[config.mk]
export PLATFORM = sky130hd
export DESIGN_NAME = ivm_vector_map
export DESIGN_NICKNAME = d
export VERILOG_FILES = /design/src/hdl/ivm_pkg.sv /design/src/hdl/ivm_vector_map.sv
export SDC_FILE = /design/constraint.sdc
export NUM_CORES = 1
export LEC_CHECK = 0
export BUFFER_PORTS_ARGS = -buffer_cell sky130_fd_sc_hd__buf_2
export CORE_MARGIN = 2
export CORE_UTILIZATION = 50
export DETAILED_ROUTE_END_ITERATION = 12
export PLACE_DENSITY_LB_ADDON = 0.08
export SLEW_MARGIN = 20
export SYNTH_ARGS = -nofsm -noshare
export SYNTH_HDL_FRONTEND = slang
export SYNTH_SLANG_ARGS = --single-unit
[constraint.sdc]
create_clock -name clk -period 4.7 [get_ports clk]
set_input_delay 0.94 -clock clk [delete_from_list [all_inputs] [get_ports clk]]
set_output_delay 0.94 -clock clk [all_outputs]
set_load 0.05 [all_outputs]
[src/hdl/ivm_pkg.sv]
// package: constants and types for the interrupt vector map
package ivm_pkg;

  // =====================================================
  // sizes
  localparam int IVM_ADDR_W = 13;          // program word address width
  localparam int IVM_NUM_IRQ = 25;         // interrupt sources, vectors 2..26
  localparam int IVM_VEC_W = 5;            // width of a vector number

  // =====================================================
  // fixed addresses
  localparam logic [12:0] IVM_RESET_ADDR = 13'h0000;   // application reset entry
  localparam logic [12:0] IVM_TABLE_BASE = 13'h0000;   // normal table start
  localparam logic [12:0] IVM_BOOT_RESET_DEF = 13'h0f00; // boot reset address default
  localparam logic [12:0] IVM_BOOT_VEC_OFS = 13'h0001; // vectors sit one past boot reset
  localparam logic [4:0] IVM_RESET_VEC_NUM = 5'h01;   // vector number of reset

  // =====================================================
  // fuse encoding: zero means programmed
  localparam logic IVM_FUSE_PROGRAMMED = 1'b0;

  // variant of the memory size
  typedef enum logic [1:0] {
    IVM_VAR_SMALL,   // no boot section, one word slots
    IVM_VAR_MID,     // boot section, one word slots
    IVM_VAR_LARGE    // boot section, two word slots
  } ivm_variant_t;

  // configuration inputs that travel together
  typedef struct packed {
    ivm_variant_t variant;          // memory variant
    logic boot_reset_select_fuse;   // 0 = programmed
    logic vector_relocate_bit;      // relocation bit of core_control_register
    logic [12:0] boot_reset_addr;   // start of boot section
  } ivm_cfg_t;

  // vector answer to the core
  typedef struct packed {
    logic valid;                    // one-cycle pulse
    logic is_reset;                 // fetch is the reset entry
    logic [4:0] vec_num;            // vector number 1..26
    logic [12:0] addr;              // program word address
  } ivm_vec_t;

endpackage

[src/hdl/ivm_vector_map.sv]
// module: maps reset and interrupt sources to program vector addresses
`timescale 1ns/1ps

// Notes on behaviour
// - large variant two words, others one
// - small variant resets at zero, fixed table
// - larger variants reset address follows fuse
// - larger variants table base follows relocate bit
// - vector one is shared reset entry
// - external requests zero, one at slots 2,3
// - pin change requests at slots 4 to 6
// - watchdog timeout at slot 7
// - timer2 sources at slots 8 to 10
// - timer1 sources at slots 11 to 14
// - timer0 sources at slots 15 to 17
// - serial peripheral done at slot 18
// - uart sources at slots 19 to 21
// - converter 22, eeprom ready 23
// - comparator, two wire, self program 24-26
// - relocated vector is boot base plus entry
// - fuse gives boot reset, relocated vectors +1
// - fuse zero programmed, one unprogrammed
module ivm_vector_map (
  input wire logic clk,
  input wire logic reset,
  input wire ivm_pkg::ivm_cfg_t cfg,
  input wire logic reset_fetch,
  input wire logic [ivm_pkg::IVM_NUM_IRQ-1:0] irq_pending,
  input wire logic irq_accept,
  output ivm_pkg::ivm_vec_t vec_out
);
  import ivm_pkg::*;

  // =====================================================
  // helper functions

  // slot address: base plus slot size times (n-1)
  function automatic logic [12:0] slot_addr(input ivm_variant_t v, input logic [12:0] base,
                                            input logic [4:0] num);
    logic [12:0] idx;
    idx = {8'h00, num - 5'h01};
    if (v == IVM_VAR_LARGE) begin
      slot_addr = base + {idx[11:0], 1'b0};
    end else begin
      slot_addr = base + idx;
    end
  endfunction

  // lowest set request index gives the vector number
  function automatic logic [4:0] pick_lowest(input logic [IVM_NUM_IRQ-1:0] req);
    logic [4:0] n;
    n = 5'h00;
    for (int i = IVM_NUM_IRQ - 1; i >= 0; i--) begin
      if (req[i]) begin
        n = 5'(i + 2);
      end
    end
    pick_lowest = n;
  endfunction

  // =====================================================
  // base and reset address selection
  logic has_boot;               // variant owns a boot section
  logic fuse_programmed;        // decoded boot reset fuse
  logic [12:0] reset_addr;      // reset fetch address
  logic [12:0] table_base;      // interrupt table start minus one slot

  // boot/relocate decode
  always_comb begin
    // small variant has no boot section
    has_boot = (cfg.variant != IVM_VAR_SMALL);
    fuse_programmed = (cfg.boot_reset_select_fuse == IVM_FUSE_PROGRAMMED);
    if (has_boot && fuse_programmed) begin
      reset_addr = cfg.boot_reset_addr;
    end else begin
      reset_addr = IVM_RESET_ADDR;
    end
    if (has_boot && cfg.vector_relocate_bit) begin
      table_base = cfg.boot_reset_addr + IVM_TABLE_BASE;
    end else begin
      table_base = IVM_TABLE_BASE;
    end
  end

  // =====================================================
  // request selection and output register
  logic [4:0] win_num;          // vector chosen among pending
  ivm_vec_t vec_d;              // next output
  ivm_vec_t vec_q;              // registered output

  // next vector output
  always_comb begin
    // lowest number wins; ..order of sources
    win_num = pick_lowest(irq_pending);
    vec_d = '0;
    vec_d.addr = vec_q.addr;
    vec_d.vec_num = vec_q.vec_num;
    vec_d.is_reset = vec_q.is_reset;
    if (reset_fetch) begin
      vec_d.valid = 1'b1;
      vec_d.is_reset = 1'b1;
      vec_d.vec_num = IVM_RESET_VEC_NUM;
      vec_d.addr = reset_addr;
    end else if (irq_accept && (win_num != 5'h00)) begin
      // interrupt entry: relocated slot n at base + slot(n)
      vec_d.valid = 1'b1;
      vec_d.is_reset = 1'b0;
      vec_d.vec_num = win_num;
      vec_d.addr = slot_addr(cfg.variant, table_base, win_num);
    end
  end

  // output register
  always_ff @(posedge clk) begin
    if (reset) begin
      vec_q <= '0;
    end else begin
      vec_q <= vec_d;
    end
  end

  assign vec_out = vec_q;

  // =====================================================
  // qualifiers shared by the checks
  logic flat_table;             // one-word slots with the table at zero
  logic accept_only;            // interrupt entry without a reset request

  // layout and request qualifiers used by the properties
  always_comb begin
    flat_table = (cfg.variant == IVM_VAR_SMALL)
      || (cfg.variant == IVM_VAR_MID && !cfg.vector_relocate_bit);
    accept_only = !reset_fetch && irq_accept;
  end

  // =====================================================
  // checks

  // reset entry always carries vector one
  property p_reset_vec;
    @(posedge clk) disable iff (reset)
      reset_fetch |=> (vec_out.valid && vec_out.is_reset && vec_out.vec_num == 5'h01);
  endproperty
  a_reset_vec: assert property (p_reset_vec) else $error("reset entry not vector one");

  // small variant resets at zero
  property p_small_reset;
    @(posedge clk) disable iff (reset)
      (reset_fetch && cfg.variant == IVM_VAR_SMALL) |=> (vec_out.addr == 13'h0000);
  endproperty
  a_small_reset: assert property (p_small_reset) else $error("small reset not zero");

  // programmed fuse selects boot reset address
  property p_fuse_reset;
    @(posedge clk) disable iff (reset)
      (reset_fetch && cfg.variant != IVM_VAR_SMALL && !cfg.boot_reset_select_fuse)
        |=> (vec_out.addr == $past(cfg.boot_reset_addr));
  endproperty
  a_fuse_reset: assert property (p_fuse_reset) else $error("boot reset not taken");

  // unprogrammed fuse resets at zero
  property p_fuse_unprog;
    @(posedge clk) disable iff (reset)
      (reset_fetch && cfg.boot_reset_select_fuse) |=> (vec_out.addr == 13'h0000);
  endproperty
  a_fuse_unprog: assert property (p_fuse_unprog) else $error("unprogrammed fuse moved reset");

  // external zero lands at one, unrelocated one-word layout
  property p_ext_zero;
    @(posedge clk) disable iff (reset)
      (!reset_fetch && irq_accept && irq_pending[0] && cfg.variant != IVM_VAR_LARGE
       && (cfg.variant == IVM_VAR_SMALL || !cfg.vector_relocate_bit))
        |=> (vec_out.addr == 13'h0001 && vec_out.vec_num == 5'h02);
  endproperty
  a_ext_zero: assert property (p_ext_zero) else $error("external zero slot wrong");

  // pending lowest wins
  property p_priority;
    @(posedge clk) disable iff (reset)
      (!reset_fetch && irq_accept && irq_pending[1] && !irq_pending[0])
        |=> (vec_out.vec_num == 5'h03);
  endproperty
  a_priority: assert property (p_priority) else $error("priority order broken");

  // self-program ready alone lands at last slot in the large layout
  property p_large_last;
    @(posedge clk) disable iff (reset)
      (!reset_fetch && irq_accept && irq_pending == 25'h1000000
       && cfg.variant == IVM_VAR_LARGE && !cfg.vector_relocate_bit)
        |=> (vec_out.addr == 13'h0032);
  endproperty
  a_large_last: assert property (p_large_last) else $error("two word slot wrong");

  // relocation adds boot start
  property p_reloc;
    @(posedge clk) disable iff (reset)
      (!reset_fetch && irq_accept && irq_pending[6] && irq_pending[5:0] == 6'h00
       && cfg.variant == IVM_VAR_MID && cfg.vector_relocate_bit)
        |=> (vec_out.addr == $past(cfg.boot_reset_addr) + 13'h0007);
  endproperty
  a_reloc: assert property (p_reloc) else $error("relocated address wrong");

  // answer is a single-cycle pulse without a request
  property p_pulse;
    @(posedge clk) disable iff (reset)
      (!reset_fetch && !irq_accept) |=> !vec_out.valid;
  endproperty
  a_pulse: assert property (p_pulse) else $error("spurious valid");

  // external one lands at slot three
  property p_ext_one;
    @(posedge clk) disable iff (reset)
      (accept_only && flat_table && irq_pending == 25'h0000002)
        |=> (vec_out.addr == 13'h0002 && vec_out.vec_num == 5'h03);
  endproperty
  a_ext_one: assert property (p_ext_one) else $error("external one slot wrong");

  // pin change two lands at slot six
  property p_pin_change;
    @(posedge clk) disable iff (reset)
      (accept_only && flat_table && irq_pending == 25'h0000010)
        |=> (vec_out.addr == 13'h0005 && vec_out.vec_num == 5'h06);
  endproperty
  a_pin_change: assert property (p_pin_change) else $error("pin change slot wrong");

  // watchdog timeout lands at slot seven
  property p_watchdog;
    @(posedge clk) disable iff (reset)
      (accept_only && flat_table && irq_pending == 25'h0000020)
        |=> (vec_out.addr == 13'h0006 && vec_out.vec_num == 5'h07);
  endproperty
  a_watchdog: assert property (p_watchdog) else $error("watchdog slot wrong");

  // timer2 overflow lands at slot ten
  property p_timer2;
    @(posedge clk) disable iff (reset)
      (accept_only && flat_table && irq_pending == 25'h0000100)
        |=> (vec_out.addr == 13'h0009 && vec_out.vec_num == 5'h0a);
  endproperty
  a_timer2: assert property (p_timer2) else $error("timer2 slot wrong");

  // timer1 capture lands at slot eleven
  property p_timer1;
    @(posedge clk) disable iff (reset)
      (accept_only && flat_table && irq_pending == 25'h0000200)
        |=> (vec_out.addr == 13'h000a && vec_out.vec_num == 5'h0b);
  endproperty
  a_timer1: assert property (p_timer1) else $error("timer1 slot wrong");

  // timer0 overflow lands at slot seventeen
  property p_timer0;
    @(posedge clk) disable iff (reset)
      (accept_only && flat_table && irq_pending == 25'h0008000)
        |=> (vec_out.addr == 13'h0010 && vec_out.vec_num == 5'h11);
  endproperty
  a_timer0: assert property (p_timer0) else $error("timer0 slot wrong");

  // serial peripheral done lands at slot eighteen
  property p_spi;
    @(posedge clk) disable iff (reset)
      (accept_only && flat_table && irq_pending == 25'h0010000)
        |=> (vec_out.addr == 13'h0011 && vec_out.vec_num == 5'h12);
  endproperty
  a_spi: assert property (p_spi) else $error("serial done slot wrong");

  // uart receive lands at slot nineteen
  property p_uart;
    @(posedge clk) disable iff (reset)
      (accept_only && flat_table && irq_pending == 25'h0020000)
        |=> (vec_out.addr == 13'h0012 && vec_out.vec_num == 5'h13);
  endproperty
  a_uart: assert property (p_uart) else $error("uart slot wrong");

  // eeprom ready lands at slot twenty-three
  property p_eeprom;
    @(posedge clk) disable iff (reset)
      (accept_only && flat_table && irq_pending == 25'h0200000)
        |=> (vec_out.addr == 13'h0016 && vec_out.vec_num == 5'h17);
  endproperty
  a_eeprom: assert property (p_eeprom) else $error("eeprom slot wrong");

  // two wire lands at slot twenty-five
  property p_two_wire;
    @(posedge clk) disable iff (reset)
      (accept_only && flat_table && irq_pending == 25'h0800000)
        |=> (vec_out.addr == 13'h0018 && vec_out.vec_num == 5'h19);
  endproperty
  a_two_wire: assert property (p_two_wire) else $error("two wire slot wrong");

  // relocate bit moves the large table into the boot section
  property p_reloc_large;
    @(posedge clk) disable iff (reset)
      (accept_only && cfg.variant == IVM_VAR_LARGE && cfg.vector_relocate_bit
       && irq_pending == 25'h0000002) |=> (vec_out.addr == $past(cfg.boot_reset_addr) + 13'h0004);
  endproperty
  a_reloc_large: assert property (p_reloc_large) else $error("large relocation wrong");

  // relocated table starts one past the boot reset address
  property p_reloc_start;
    @(posedge clk) disable iff (reset)
      (accept_only && cfg.variant == IVM_VAR_MID && cfg.vector_relocate_bit
       && irq_pending == 25'h0000001) |=> (vec_out.addr == $past(cfg.boot_reset_addr) + 13'h0001);
  endproperty
  a_reloc_start: assert property (p_reloc_start) else $error("relocated start wrong");

  // small variant ignores the relocate bit
  property p_small_fixed;
    @(posedge clk) disable iff (reset)
      (accept_only && cfg.variant == IVM_VAR_SMALL && irq_pending == 25'h0000001)
        |=> (vec_out.addr == 13'h0001);
  endproperty
  a_small_fixed: assert property (p_small_fixed) else $error("small table moved");

  // first large slot sits two words in
  property p_large_first;
    @(posedge clk) disable iff (reset)
      (accept_only && cfg.variant == IVM_VAR_LARGE && !cfg.vector_relocate_bit
       && irq_pending == 25'h0000001) |=> (vec_out.addr == 13'h0002 && vec_out.vec_num == 5'h02);
  endproperty
  a_large_first: assert property (p_large_first) else $error("large first slot wrong");

endmodule

* After elaboration in Yosys (flattened, before gate mapping)
Cells that the tools add are included.
** Word-level totals
- Flip-flop bits (word level) :: 20
- Latch bits :: 0
- Bits in writable memories :: 0
- Bits in read-only memories :: 0
- Bits of input ports :: 46
- Output and inout port bits :: 20
- Logic and storage cells :: 47
- Memories :: 0
** Operators by class
- Add/subtract/negate cells :: 3
- Multipliers :: 0
- Divide/modulo/power cells :: 0
- Magnitude comparators :: 0
- Equality and inequality tests :: 1
- Shifts and indexed selects :: 0
- Mux-type cells :: 30
- Bitwise gates (word level) :: 1
- Reduce and logical (&&, ||, !) cells :: 7
** Operators by type and width (number)
- two-way mux 5 bit :: 25
- two-way mux 20 bit :: 2
- two-way mux 13 bit :: 3
- adder 13 x 5 -> 13 bit :: 1
- adder 13 x 6 -> 13 bit :: 1
- nonzero test 5 bit :: 1
- subtractor 5 x 1 -> 5 bit, second input constant :: 1
- nonzero test 2 bit :: 2
- logical AND 1 bit :: 3
- == test 2 bit, second input constant :: 1
- OR reduction 2 bit :: 1
- inverter 1 bit :: 1

* Logic depth before layout (Yosys ltp)
- Word-level depth :: 30
- Depth in mapped cells :: 16
- Gate-level depth less buffers :: 16

* Worst setup path before layout
No wires, ideal clock.
- Kind :: in2reg
- Start :: in irq_pending[17] in the netlist's numbering
- End :: reg vec_q (netlist bit vec_out[11])
- Setup time :: 80 ps
- Arrival :: 3836 ps
- Data required time :: 4620 ps
- Slack :: 784 ps
- Stages on the path :: 11
- Path buffers :: 0
- Cells stage by stage :: or4_4 > o211a_1 > or2_2 > xnor2_1 > ha_1 > nor2b_1 > o31ai_1 > nor3b_1 > o311a_1 > o21ai_0 > a211oi_2
** On the way
- Word-level cells in the longest chain between the ends :: 23
- Elaborated cells between the ends (all ways) :: 27
- Those cells by class :: add/sub: 3; mux: 21; reduce/logical: 3
** Ends and longest elaborated chain
- from (decl) :: line ivm_vector_map.sv:28 : input wire logic [ivm_pkg::IVM_NUM_IRQ-1:0] irq_pending,
- two-way mux 5 bit * (18 in series) :: line ivm_vector_map.sv:54 : if (req[i]) begin
- subtractor 5 x 1 -> 5 bit :: line ivm_vector_map.sv:41 : idx = {8'h00, num - 5'h01};
- adder 13 x 5 -> 13 bit or adder 13 x 6 -> 13 bit (tied branches) :: line ivm_vector_map.sv:45, ivm_vector_map.sv:43
- two-way mux 13 bit :: line ivm_vector_map.sv:42 : if (v == IVM_VAR_LARGE) begin
- two-way mux 20 bit :: line ivm_vector_map.sv:104 : end else if (irq_accept && (win_num != 5'h00)) begin
- two-way mux 20 bit :: line ivm_vector_map.sv:99 : if (reset_fetch) begin
- to (signal assigned) :: line ivm_vector_map.sv:118 : vec_q <= vec_d;
- to (decl) :: line ivm_vector_map.sv:89 : ivm_vec_t vec_q;
Every way passes the cells marked *; elsewhere a longest branch is shown, timed or not. The select of a mux whose other input is x is not followed.
A chain may end at the register's enable or synchronous reset.

* Worst setup path in the final report
- Start :: in irq_pending[23] in the netlist's numbering
- End :: reg vec_q (netlist bit vec_out[8])
** On the way
- Word-level cells in the longest chain between the ends :: 29
- Elaborated cells between the ends (all ways) :: 33
- Those cells by class :: add/sub: 3; mux: 27; reduce/logical: 3
** Ends and longest elaborated chain (line)
- two-way mux 5 bit * (24 in series) :: ivm_vector_map.sv:54
- subtractor 5 x 1 -> 5 bit :: ivm_vector_map.sv:41
- adder 13 x 5 -> 13 bit or adder 13 x 6 -> 13 bit (tied branches) :: ivm_vector_map.sv:45, ivm_vector_map.sv:43
- two-way mux 13 bit :: ivm_vector_map.sv:42
- two-way mux 20 bit :: ivm_vector_map.sv:104
- two-way mux 20 bit :: ivm_vector_map.sv:99
Marks and branches as above.

==> metrics.md <==
| Metric | Value |
|---|---|
| Row cnt | 23 |
| Gp weighted congestion | between 0.8 and 0.9 |
| Worst path bufs/invs | 1 |
| Dpl cell area | roughly 2400 sq um |
| Multi-input gate area | ~1600 sq um |
| Initial antenna violation count | 0 |
| Synth async-reset ratio | 0 |
| Max FO, Critical Path | 6 |
| Critical path type | in -> reg |
| Post-CTS resize count | 0 |
| P&R area growth vs syn | 20.5% |
| Die area | roughly 4700 sq um |
| First-pass GRT wire length | 9030 um |
| Power consumption | 0.591 mW |
| CTS tree | done |
| All-Layer GR Usage | 0.250 |
| Critical path capture point type | register |
| Clk root buf | clkbuf_8 |
| Ports | 66 |
| Vias per cell | around 6 |
| Worst skew pair latency | between 200 and 300 ps |
| Fin area | between 2000 and 3000 sq um |
| Yosys Warn Count | 0 |
| Detail Placement HPWL | about 4500 um |
| Sinks on Clock Net | 20 |
| Seq pwr share | 0.316 |
| 1st-pass router iterations | 5 |
| Setup Buffers After CTS | 0 |
| Top FF cell, synth | dfxtp_1 |
| Aggregate global routing overflow | 0 |
| Mapped Avg Cell Area | ~7.7 sq um |
| Via count | roughly 2,300 |
| Setup violators final | 0 |
| Final Hold Viols | 0 |
| Die height | a little under 70 um |
| Synth area leader | dfxtp_1 |
| Worst Max-Slew Pin Slew | between 1000 and 1500 ps |
| Layout cells sized above 1 | 0.284 |
| Hold Path Class | reg -> reg |
| Setup TNS | 0 ps |
| Max Root-Sink Buffers | 2 |
| ANT cells | 0 |
| Post-synth EDFFs | 0 |
| DR WL/cell | ~15 um |
| Largest net degree at the start of global routing | 17 |
| Post-route ant nets | 0 |
| CTS hold repair buffers | 0 |
| Fmax | around 240 MHz |
| Hold depth | 2 |
| Power per Cell Area | 235 nW/um^2 |
| Largest cells by area after synthesis | dfxtp_1, ha_1, nor2_1 |
| Startpoint Class | input port |
| Vias in the first global route | a little over 2,000 |
| Fillers | 391 |
| Status | finished clean |
| Slowest CP cell | ha_1 |
| Post-layout min period | 4150 ps |
| Clk pwr share | 0.299 |
| Flops & latches, synth | 20 |
| CP cell instances | buf_2 > nor2b_1 > o21bai_1 > a21oi_1 > o31ai_1 > a311o_1 > ha_1 > nand2_1 > o21ai_0 > a32oi_1 > ha_1 > o21ai_0 > o211ai_1 > nand3_1 > o211a_1 > a211oi_1 > a211oi_2 |
| CTS HTree Levels | 1 |
| Post-synthesis sequential area ratio | 0.192 |
| Worst clock skew | 0 ps |
| DRC violations left | 0 |
| Max_cap viols | 0 |
| Post-Syn Area | 2080 sq um |
| Sw power | 0.216 mW |
| Leak | 1.14 nW |
| Worst-case vdd ir drop | approximately 0.17 mV |
| Post-layout nets | 395 |
| CP Depth | 17 |
| P_int | about 0.37 mW |
| Port buffer count | 65 |
| Worst-path clk slew | around 80 ps |
| Flip-flop count of the largest register after layout | 20 |
| Commonest cells post-synth | nor2_1, dfxtp_1, nand2_1 |
| Slew headroom | 0.286 |
| Drt initial violations | 97 |
| Initial Util | 0.521 |
| Switch share | 0.365 |
| Comb pwr share | 0.386 |
| Yosys top cell area share | 0.192 |
| Crit path max-delay family | compound AO/OA/AOI/OAI gates |
| Largest stage delay, worst path | roughly 400 ps |
| Core Region | 4000 sq um |
| Register area | around 400 sq um |
| Post-synth cell types | 61 |
| Count leader, synth | nor2_1 |
| CP Data Arrival Time | 4280 ps |
| CTS buffer count | 3 |
| Final slew viol count | 0 |
| Worst r2r path cells | 2 |
| Required time worst endpoint | 4830 ps |
| RSZ-0062 raised after global routing | false |
| Final WL | around 5700 um |
| Tcrit/Tclk final | 0.883 |
| Die X | 68.6 um |
| Syn nets | between 300 and 400 |
| Mapped Cells | roughly 270 |
-- worst paths after layout --
path	slack [ps]	start	end
setup / recovery	550	irq_pending[23]	vec_out[8]$_SDFFE_PP0P_
hold / removal	450	vec_out[17]$_SDFFE_PP0P_	vec_out[17]$_SDFFE_PP0P_
setup reg to reg	3910	vec_out[6]$_SDFFE_PP0P_	vec_out[6]$_SDFFE_PP0P_
hold reg to reg	450	vec_out[17]$_SDFFE_PP0P_	vec_out[17]$_SDFFE_PP0P_
-- cell usage in the layout, fill, tap and decap left out, types with 3 or more instances in the layout --
master,instances
nor2_2,7
xnor2_1,5
a21o_1,6
dfxtp_1,20
o21ai_0,16
inv_1,12
or2_2,3
nand2_1,19
nand3_1,6
o31ai_1,5
a21oi_1,17
o211a_1,3
o211ai_1,3
a32oi_1,3
a211oi_1,9
o21bai_1,4
nor3_1,9
o21ai_1,3
clkbuf_8,3
mux2i_1,4
nor2_1,28
nor2b_1,4
a211oi_2,4
o21a_1,5
ha_1,12
nor4_1,10
buf_2,65
and2_1,6
-- power by group through the flow --
stage               clock [mW]  sequential, mW  combinational (mW)
floorplan                    0           0.229               0.120
global placement             0           0.190               0.225
detailed placement           0           0.190               0.227
CTS                      0.176           0.186               0.228
global route             0.186           0.188               0.250
finish                   0.176           0.187               0.228
-- logic make-up (layout without fill, tap and decap cells) --
kind of cell             after synthesis  count (layout)  synth area share
multiplexers                           4               4            0.0192
buffers and inverters                 21              84            0.0456
flip-flops                            20              20             0.192
AND/OR/NAND/NOR                      104             104             0.258
adder cells (fa/ha/maj)               14              14            0.0912
XOR/XNOR                               7               7            0.0294
AO/OA/AOI/OAI                        101             101             0.365
-- layer usage --
layer,vias up,wire length (um),global-route usage
met5,-,0,0
met4,0,36,0.0325
met3,6,305,0.0438
met2,59,2810,0.464
met1,1063,2540,0.306
li1,1162,-,-
-- final cells by class --
cell class | count | share of cell area
multi-input combinational | 230 | 0.632
tap | 50 | 0.0249
inverter | 13 | 0.0194
sequential | 20 | 0.159
clock buffer | 3 | 0.0164
clock inverter | 1 | 0.0120
timing repair buffer | 67 | 0.135
-- metrics by stage --
step | std cells | util | setup WS, ps | hold WS [ps]
2_1_floorplan | 271 | - | 784 | 667
3_3_place_gp | 380 | 0.610 | 445 | 439
3_5_place_dp | 380 | 0.610 | 303 | 443
4_1_cts | 384 | 0.628 | 562 | 454
5_1_grt | 384 | 0.628 | 226 | 475
6_report | 384 | 0.628 | 548 | 453
-- worst reg2reg max path: stages (launching register included) --
cell and delay (ps):
dfxtp_1 330, a32oi_1 210, o32ai_1 120
Power figures use the tool's default switching activity.
